`src/logic/gate_prot_pkg.sv`:
```
// Purpose: shared constants for the inverter gate protection logic
// Assumes: 100 MHz system clock
// Notes: times held in ns, cycle counts derived from them
package gate_prot_pkg;
	localparam int CLK_PERIOD_NS = 10;
	localparam int NUM_PHASES = 3;
	// fault_pulse_min_time, least time so rounded up
	localparam int FAULT_PULSE_MIN_TIME_NS = 20000;
	localparam int FAULT_PULSE_CYCLES =
		(FAULT_PULSE_MIN_TIME_NS + CLK_PERIOD_NS - 1) / CLK_PERIOD_NS;
	localparam int FAULT_CNT_W = 12;
	// min_on_pulse_width / min_off_pulse_width, 0.7 us
	localparam int MIN_PULSE_WIDTH_NS = 700;
	localparam int MIN_PULSE_CYCLES =
		(MIN_PULSE_WIDTH_NS + CLK_PERIOD_NS - 1) / CLK_PERIOD_NS;
	localparam int PULSE_CNT_W = 8;
	localparam logic [NUM_PHASES-1:0] ALL_OFF = 3'h0;
endpackage

```
`src/logic/gate_protect.sv`:
```
// Purpose: gate enable and fault signalling of a three phase inverter
// Assumes: trip inputs are asynchronous levels, high while tripped
// Notes: fault_out_n is open drain, oe high pulls the pin low
//
// Summary of operation
// - short circuit trip forces all low-side gates off at once
// - short circuit gives fixed fault pulse of at least 20 us
// - after short circuit each low side waits for its own rising edge
// - low supply undervoltage turns all low-side switches off
// - low undervoltage holds fault at least 20 us and while it lasts
// - after low supply recovery each low side waits for rising edge
// - high supply undervoltage turns off that phase high side, no fault
// - after high supply recovery that high side waits for rising edge
// - over-temperature variant turns all low sides off when hot
// - over-temperature holds fault at least 20 us and while hot
// - after cooling each low side waits for its own rising edge
// - drive pulses shorter than 0.7 us may be ignored
// - drive inputs are high active, high means switch on
// - fault output is open drain, pulls low when asserted
// - temperature-output variant never trips on temperature
`timescale 1ns/1ps
`default_nettype none
module gate_protect
	import gate_prot_pkg::*;
#(
	parameter bit OVERTEMP_VARIANT = 1'b1
) (
	input wire logic clk,
	input wire logic rst_n,
	input wire logic [NUM_PHASES-1:0] high_drive_in,
	input wire logic [NUM_PHASES-1:0] low_drive_in,
	input wire logic short_circuit_trip,
	input wire logic low_supply_undervoltage,
	input wire logic [NUM_PHASES-1:0] high_supply_undervoltage,
	input wire logic overtemp_trip,
	output logic [NUM_PHASES-1:0] high_gate,
	output logic [NUM_PHASES-1:0] low_gate,
	output logic fault_out_n,
	output logic fault_oe
);
	// ************************************************
	// synchronisers and input filters
	// ************************************************
	localparam int SYNC_W = 2 * NUM_PHASES + 3 + NUM_PHASES;
	logic [SYNC_W-1:0] sync_q;
	logic [NUM_PHASES-1:0] hi_s;
	logic [NUM_PHASES-1:0] lo_s;
	logic [NUM_PHASES-1:0] hi_f;
	logic [NUM_PHASES-1:0] lo_f;
	logic [NUM_PHASES-1:0] huv_s;
	logic sc_s;
	logic luv_s;
	logic ot_s;

	sync_level #(.W(SYNC_W)) u_sync (
		.clk(clk),
		.rst_n(rst_n),
		.d({high_drive_in, low_drive_in, short_circuit_trip,
			low_supply_undervoltage, overtemp_trip,
			high_supply_undervoltage}),
		.q(sync_q)
	);

	assign {hi_s, lo_s, sc_s, luv_s, ot_s, huv_s} = sync_q;

	genvar g;
	generate
		for (g = 0; g < NUM_PHASES; g++)
		begin : g_filt
			pulse_filter u_hi (
				.clk(clk),
				.rst_n(rst_n),
				.din(hi_s[g]),
				.dout(hi_f[g])
			);
			pulse_filter u_lo (
				.clk(clk),
				.rst_n(rst_n),
				.din(lo_s[g]),
				.dout(lo_f[g])
			);
		end
	endgenerate

	// ************************************************
	// trip decode
	// ************************************************
	// temperature-output variant has no temperature trip
	function automatic logic ot_active(input logic t);
		ot_active = OVERTEMP_VARIANT & t;
	endfunction

	logic low_trip_level;
	assign low_trip_level = luv_s | ot_active(ot_s);

	// ************************************************
	// edge memory
	// ************************************************
	// idle low after reset, the same level as the pin pull-downs
	logic [NUM_PHASES-1:0] hi_prev;
	logic [NUM_PHASES-1:0] lo_prev;
	logic sc_prev;
	logic low_trip_prev;
	logic [NUM_PHASES-1:0] next_hi_prev;
	logic [NUM_PHASES-1:0] next_lo_prev;
	logic next_sc_prev;
	logic next_low_trip_prev;

	always_comb
	begin
		next_hi_prev = hi_f;
		next_lo_prev = lo_f;
		next_sc_prev = sc_s;
		next_low_trip_prev = low_trip_level;
	end

	always_ff @(posedge clk or negedge rst_n)
	begin
		if (!rst_n)
		begin
			hi_prev <= ALL_OFF;
			lo_prev <= ALL_OFF;
			// a trip held through reset still starts a pulse
			sc_prev <= 1'b0;
			low_trip_prev <= 1'b0;
		end
		else
		begin
			hi_prev <= next_hi_prev;
			lo_prev <= next_lo_prev;
			sc_prev <= next_sc_prev;
			low_trip_prev <= next_low_trip_prev;
		end
	end

	// ************************************************
	// decode helpers
	// ************************************************
	// rising edges of a set of levels against their last values
	function automatic logic [NUM_PHASES-1:0] rise_of(
		input logic [NUM_PHASES-1:0] cur,
		input logic [NUM_PHASES-1:0] prev
	);
		rise_of = cur & ~prev;
	endfunction

	// lockout step: a trip wins over a release in the same cycle
	function automatic logic lock_next(
		input logic lock,
		input logic trip,
		input logic fresh_edge
	);
		if (trip)
			lock_next = 1'b1;
		else if (fresh_edge)
			lock_next = 1'b0;
		else
			lock_next = lock;
	endfunction

	// ************************************************
	// gate lockouts
	// ************************************************
	logic [NUM_PHASES-1:0] hi_rise;
	logic [NUM_PHASES-1:0] lo_rise;
	logic [NUM_PHASES-1:0] hi_lock;
	logic [NUM_PHASES-1:0] lo_lock;
	logic [NUM_PHASES-1:0] next_hi_lock;
	logic [NUM_PHASES-1:0] next_lo_lock;
	logic low_force_off;

	assign hi_rise = rise_of(hi_f, hi_prev);
	assign lo_rise = rise_of(lo_f, lo_prev);
	assign low_force_off = sc_s | low_trip_level;

	always_comb
	begin
		for (int p = 0; p < NUM_PHASES; p++)
		begin
			// an edge seen during the trip is lost on purpose
			next_lo_lock[p] = lock_next(lo_lock[p], low_force_off,
				lo_rise[p]);
			next_hi_lock[p] = lock_next(hi_lock[p], huv_s[p],
				hi_rise[p]);
		end
	end

	always_ff @(posedge clk or negedge rst_n)
	begin
		if (!rst_n)
		begin
			// start locked so a held input needs a fresh edge
			hi_lock <= '1;
			lo_lock <= '1;
		end
		else
		begin
			hi_lock <= next_hi_lock;
			lo_lock <= next_lo_lock;
		end
	end

	// ************************************************
	// fault timing
	// ************************************************
	logic trip_start;
	logic [FAULT_CNT_W-1:0] fault_cnt;
	logic fault_act;
	logic [FAULT_CNT_W-1:0] next_fault_cnt;
	logic next_fault_act;

	// a short circuit held past its pulse starts no second one
	assign trip_start = (sc_s & ~sc_prev)
		| (low_trip_level & ~low_trip_prev);

	always_comb
	begin
		next_fault_cnt = fault_cnt;
		next_fault_act = fault_act;
		if (trip_start)
		begin
			// each new trip buys a full minimum pulse
			next_fault_act = 1'b1;
			next_fault_cnt = FAULT_CNT_W'(FAULT_PULSE_CYCLES - 1);
		end
		else if (fault_act)
		begin
			if (fault_cnt != '0)
				next_fault_cnt = fault_cnt - FAULT_CNT_W'(1);
			else if (!low_trip_level)
				next_fault_act = 1'b0;
		end
	end

	always_ff @(posedge clk or negedge rst_n)
	begin
		if (!rst_n)
		begin
			fault_cnt <= '0;
			fault_act <= 1'b0;
		end
		else
		begin
			fault_cnt <= next_fault_cnt;
			fault_act <= next_fault_act;
		end
	end

	// ************************************************
	// gate outputs
	// ************************************************
	logic [NUM_PHASES-1:0] next_high_gate;
	logic [NUM_PHASES-1:0] next_low_gate;

	always_comb
	begin
		// high active drive, gated by the lockouts
		next_high_gate = hi_f & ~next_hi_lock;
		// forced off straight from the trip, not only via the lock
		next_low_gate = low_force_off ? ALL_OFF
			: (lo_f & ~next_lo_lock);
	end

	always_ff @(posedge clk or negedge rst_n)
	begin
		if (!rst_n)
		begin
			high_gate <= ALL_OFF;
			low_gate <= ALL_OFF;
		end
		else
		begin
			high_gate <= next_high_gate;
			low_gate <= next_low_gate;
		end
	end

	// ************************************************
	// open drain fault pin
	// ************************************************
	logic next_fault_oe;

	always_comb
	begin
		// from the next state, so the pin moves with fault_act
		next_fault_oe = next_fault_act;
	end

	always_ff @(posedge clk or negedge rst_n)
	begin
		if (!rst_n)
		begin
			fault_oe <= 1'b0;
			fault_out_n <= 1'b0;
		end
		else
		begin
			fault_oe <= next_fault_oe;
			fault_out_n <= 1'b0;
		end
	end
endmodule // gate_protect
`default_nettype wire

```
`src/logic/sync_level.sv`:
```
// Purpose: two flop synchroniser for asynchronous levels
// Assumes: single clock domain on the far side
// Notes: first stage read only by the second
`timescale 1ns/1ps
`default_nettype none
module sync_level #(
	parameter int W = 1
) (
	input wire logic clk,
	input wire logic rst_n,
	input wire logic [W-1:0] d,
	output logic [W-1:0] q
);
	logic [W-1:0] meta;
	logic [W-1:0] next_meta;
	logic [W-1:0] next_q;

	always_comb
	begin
		next_meta = d;
		next_q = meta;
	end

	always_ff @(posedge clk or negedge rst_n)
	begin
		if (!rst_n)
		begin
			meta <= '0;
			q <= '0;
		end
		else
		begin
			meta <= next_meta;
			q <= next_q;
		end
	end
endmodule // sync_level
`default_nettype wire

```
`src/logic/pulse_filter.sv`:
```
// Purpose: reject drive input pulses shorter than the minimum width
// Assumes: input already synchronised
// Notes: output follows input after it has stood MIN_PULSE_CYCLES
`timescale 1ns/1ps
`default_nettype none
module pulse_filter
	import gate_prot_pkg::*;
(
	input wire logic clk,
	input wire logic rst_n,
	input wire logic din,
	output logic dout
);
	logic [PULSE_CNT_W-1:0] cnt;
	logic [PULSE_CNT_W-1:0] next_cnt;
	logic next_dout;

	always_comb
	begin
		next_cnt = cnt;
		next_dout = dout;
		if (din == dout)
			next_cnt = '0;
		else if (cnt == PULSE_CNT_W'(MIN_PULSE_CYCLES - 1))
		begin
			// short pulses may be ignored, so wait the full width
			next_dout = din;
			next_cnt = '0;
		end
		else
			next_cnt = cnt + PULSE_CNT_W'(1);
	end

	always_ff @(posedge clk or negedge rst_n)
	begin
		if (!rst_n)
		begin
			cnt <= '0;
			dout <= 1'b0;
		end
		else
		begin
			cnt <= next_cnt;
			dout <= next_dout;
		end
	end
endmodule // pulse_filter
`default_nettype wire

```
`config.mk`:
```
export PLATFORM = sky130hd
export DESIGN_NAME = gate_protect
export DESIGN_NICKNAME = d
export VERILOG_FILES = /design/src/logic/gate_prot_pkg.sv /design/src/logic/gate_protect.sv /design/src/logic/sync_level.sv /design/src/logic/pulse_filter.sv
export SDC_FILE = /design/constraint.sdc
export NUM_CORES = 1
export LEC_CHECK = 0
export ABC_CLOCK_PERIOD_IN_PS = 2900
export BUFFER_PORTS_ARGS = -buffer_cell sky130_fd_sc_hd__clkbuf_2
export CAP_MARGIN = 15
export CORE_MARGIN = 8
export CORE_UTILIZATION = 60
export DETAILED_ROUTE_END_ITERATION = 8
export GPL_TIMING_DRIVEN = 0
export PLACE_DENSITY = 0.78
export SLEW_MARGIN = 20
export SYNTH_ARGS = -nofsm -noshare
export SYNTH_HDL_FRONTEND = slang
export SYNTH_SLANG_ARGS = --single-unit
```
`constraint.sdc`:
```
create_clock -name clk -period 2.9 [get_ports clk]
set_input_delay 0.58 -clock clk [delete_from_list [all_inputs] [get_ports clk]]
set_output_delay 0.58 -clock clk [all_outputs]
set_load 0.02 [all_outputs]
```
## Yosys cells after proc, flatten, opt, wreduce, memory -nomap -nowiden

Cells that the tools add are included.

- $add $sub $neg: 7
- Equality and inequality tests: 12
- Multiplexer cells: 32
- Bitwise logic cells: 21
- Reduce and logical (&&, ||, !) cells: 10

Operators by type and width:

| kind | number |
|---|---|
| $mux 8 | 12 |
| $add 8x1->8 const B | 6 |
| $eq 8x7->1 const B | 6 |
| $mux 12 | 3 |
| $mux 1 | 16 |
| $reduce_and 2->1 | 7 |
| $and 3x3->3 | 4 |
| $not 3->3 | 4 |
| $reduce_bool 12->1 | 1 |
| $sub 12x1->12 const B | 1 |
| $not 1->1 | 8 |
| $eq 1x1->1 | 6 |
| $reduce_bool 2->1 | 2 |
| $mux 3 | 1 |
| $or 1x1->1 | 3 |
| $and 1x1->1 | 2 |

- Register bits: 111
- Output and inout bits: 8
- Word-level logic and storage cells: 106

## Logic depth before layout (Yosys ltp)

- Word-level depth: 7
- Depth in mapped cells: 6

## By module

A second synthesis with hierarchy kept.

- Cells, all modules: 399
- Area, all modules: 4628.2 µm²

Modules (own cells, without submodules):

| module | times used | cells each | area an instance (µm²) |
|---|---|---|---|
| pulse_filter | 6 | 42 | 441.7 |
| gate_protect | 1 | 123 | 1377.6 |
| sync_level | 1 | 24 | 600.6 |

## Worst setup path before layout

OpenSTA, ideal clock, no wires.

- Kind: register -> register
- Start: register fault_cnt[6]
- End: register fault_cnt[11]
- Library setup time: 0.079 ns
- Arrival: 1.819 ns
- Required time: 2.821 ns
- Slack: 1.002 ns
- Stages on the path, launching flop included: 5
- Buffers on the path: 0
- Period minus slack after synthesis: 1.898 ns
- Cells stage by stage: dfrtp_1 > or4_1 > or4_4 > or3_1 > a21oi_1

- Word-level cells in the longest chain between the ends: 4
- Elaborated cells between the ends (all ways): 7

Ends and longest elaborated chain:

| element | line | source |
|---|---|---|
| start: declaration | gate_protect.sv:207 | `logic [FAULT_CNT_W-1:0] fault_cnt;` |
| start signal: assignment | gate_protect.sv:244 | `fault_cnt <= next_fault_cnt;` |
| $sub 12x1->12 | gate_protect.sv:229 | `next_fault_cnt = fault_cnt - FAULT_CNT_W'(1);` |
| $mux 12 | gate_protect.sv:228 | `if (fault_cnt != '0)` |
| $mux 12 | gate_protect.sv:226 | `else if (fault_act)` |
| $mux 12 | gate_protect.sv:220 | `if (trip_start)` |

Parallel ways exist; a longest one is shown, timed or not. The select of a mux whose other input is x is not followed.
A chain may end at the register's enable or synchronous reset.

## Worst setup path in the final report

- Start: register fault_cnt[1]
- End: register fault_cnt[11]

The elaborated chain is that of the path after synthesis.

==> flow_summary.json <==
{
  "synth_seq_cells": 111,
  "p_total_mw": 2.73,
  "hold_ws_ps": 142,
  "cts-resized-gates": 0,
  "finalSetupTns_ps": 0,
  "slew_viol_final": 0,
  "nets": 438,
  "ys_types": 38,
  "fp.dieH_um": 102,
  "drive_gt1_share_pct": 13.0,
  "synth_area_per_cell_um2": 11.8,
  "period_share_pct": 69.8,
  "synth_largest_area_cell": "dfrtp_1",
  "cp_num_buf_inv": 0,
  "root_buffer": "clkbuf_8",
  "area_growth_pct": 10.6,
  "die_area_mm2": 0.0105,
  "gr-usage-met1_pct": 18.8,
  "use_met2_pct": 23.2,
  "remaining_drc_errors": 0,
  "synthSimpleGateAreaFrac_pct": 17.3,
  "rsz0062_at_grt": "no",
  "cp_slowest_stage_delay_ps": 610,
  "setup_ws_ps": 876,
  "firstDrtPassIters": 4,
  "grt_pass1_vias": 2699,
  "dp_hpwl_um": 4720,
  "worstPathArrival_ps": 2330,
  "numCtsBuffers": 9,
  "min_period_ps": 2020,
  "path_max_fanout": 4,
  "boundaryPins": 22,
  "pwr_density_cell_mw_per_mm2": 553,
  "port_buffers": 20,
  "grt_max_degree": 58,
  "first_iter_violations": 93,
  "grt_overflow_total": 0,
  "path_cells": "or4_1, or4_4, or3_1, a21oi_1",
  "antenna_cells": 0,
  "crit_type": "reg2reg",
  "slew_headroom_pct": 54.1,
  "async_flop_share_pct": 100,
  "clock_skew_ps": 8.48,
  "gp_congestion": 0.801,
  "synth_common_cells": "dfrtp_1 (105), nor2_1 (57), xor2_1 (38), nand3_1 (34), inv_1 (16)",
  "htreeDepth": 3,
  "setup_viol": 0,
  "max_freq_mhz": 494,
  "via_per_inst": 5.27,
  "worst_slew_pin_slew_ps": 682,
  "track_usage_pct": 14.9,
  "synth_xor_area_share_pct": 8.63,
  "antenna_found_initial": 0,
  "synth_top_cell_area_share_pct": 58.9,
  "core.rowCount": 31,
  "vdd_drop_max_uv": 428,
  "hp-class": "in2async",
  "grt_pass1_wl_um": 12100,
  "dp_slack_ps": 910,
  "core_mm2": 0.00721,
  "start_util_pct": 61.9,
  "slowest_stage": "or4_1",
  "insertion_delay_ps": 380,
  "die_w_um": 102,
  "cp-start-kind": "register",
  "synth_top_family_by_area": "simple AND/OR/NAND/NOR gates",
  "synth-edff-count": 0,
  "cts_tree": "done",
  "finalWirelength_um": 6940,
  "hold_viol": 0,
  "yosys.area_share.adder_pct": 3.92,
  "clk_pin_slew_ps": 100,
  "synthCells": 378,
  "status": "finished clean",
  "synth-compound-area-share_pct": 4.51,
  "wl_per_cell_um": 13.5,
  "grt_use_met3_pct": 4.43,
  "cap_violations": 0,
  "critPathCaptureType": "register",
  "cts.sinks": 111,
  "synth_seq_area_share_pct": 62.4,
  "crit_family": "simple AND/OR/NAND/NOR gates",
  "synth_fp_nets": 406,
  "synth.most_common_cell": "dfrtp_1",
  "synthTopCellsByArea": "dfrtp_1 (59%), xor2_1 (7.5%), nor2_1 (4.8%)",
  "fill_cells": 517,
  "cts_max_path_buffers": 2,
  "synthFlopType": "dfrtp_1",
  "leakagePower_nw": 2.28,
  "cp.required_ps": 3200,
  "yosys_warnings": 0,
  "netlist_area_mm2": 0.00446,
  "synthMuxAreaShare_pct": 1.51,
  "grt_busiest_layer": "met2",
  "antenna_left": 0,
  "postCtsSetupBuffers": 0,
  "via_count": 2711,
  "postCtsHoldBufs": 0
}
## path summary, 6_finish.rpt
path	start	endpoint	slack, ps	cells past startpoint
worst max-delay path	fault_cnt[1]	fault_cnt[11]	880	4
worst min-delay path	rst_n	g_filt[0].u_lo.cnt[2]	140	1
worst max register to register	fault_cnt[1]	fault_cnt[11]	880	4
worst min register to register	u_sync.meta[3]	u_sync.q[3]	350	0
max in group asynchronous	rst_n	hi_lock[2]	2100	2
min in group clk	short_circuit_trip	u_sync.meta[5]	300	1
## cell type report
type	instances	area [µm²]	share of cell area, %
buffer	2	11.3	0.228
clock buffer	9	124	2.51
clock inverter	7	90.1	1.82
inverter	16	60.1	1.22
multi-input combinational	249	1610	32.6
sequential	111	2790	56.4
tap	99	124	2.51
timing repair buffer	21	136	2.76
## stage by stage
| step | instances | utilization (%) | instance area [µm²] |
|---|---|---|---|
| 2_1_floorplan | 378 | - | 4460 |
| 3_3_place_gp | 497 | 65.0 | 4690 |
| 3_5_place_dp | 498 | 65.5 | 4720 |
| 4_1_cts | 514 | 68.5 | 4940 |
| 5_1_grt | 514 | 68.5 | 4940 |
| 6_report | 514 | 68.5 | 4940 |
## flip-flops by register name, summed over array words and instances, names as in the netlist
| signal | cells |
|---|---|
| fault_cnt | 12 |
| fault_oe | 1 |
| g_filt.u_hi.cnt | 24 |
| g_filt.u_hi.dout | 3 |
| g_filt.u_lo.cnt | 24 |
| g_filt.u_lo.dout | 3 |
| hi_lock | 3 |
| hi_prev | 3 |
| high_gate | 3 |
| lo_lock | 3 |
| lo_prev | 3 |
| low_gate | 3 |
| low_trip_prev | 1 |
| sc_prev | 1 |
| u_sync.meta | 12 |
| u_sync.q | 12 |
## kinds of logic after synthesis
family                   count (synthesis)
other                                    1
flip-flops                             111
multiplexers                             6
AO/OA/AOI/OAI                           31
XOR/XNOR                                44
adder cells (fa/ha/maj)                 14
AND/OR/NAND/NOR                        153
buffers and inverters                   18
## cells in the final DEF (no fill, tap or decap), drive strengths merged, types with 3 or more instances in the layout
cell       n
nand2     14
nor3b      3
dfstp      6
nand3     34
o21ai     12
xnor2      6
mux2       6
or3        4
clkinv     3
and3      14
clkbuf    30
a2111oi    3
or4        7
a21oi      5
nor4bb     4
nor3       4
dfrtp    105
xor2      38
nand2b     5
ha        14
inv       18
nor2      57
## per-layer routing
metal	vias to the layer above	wire [µm]
met5	-	0
li1	1355	-
met3	12	275
met1	1305	3270
met2	39	3270
met4	0	128
## report_power, final
group | switching [mW] | internal (mW)
Sequential | 0.0464 | 1.59
Combinational | 0.0817 | 0.0504
Clock | 0.538 | 0.418
## worst register-to-register path: cells and delay by family (launching register included)
kind	cells	cell delay [ps]
AO/OA/AOI/OAI	1	150
AND/OR/NAND/NOR	3	1390
flip-flops	1	420
(Power assumes the default switching activity.)
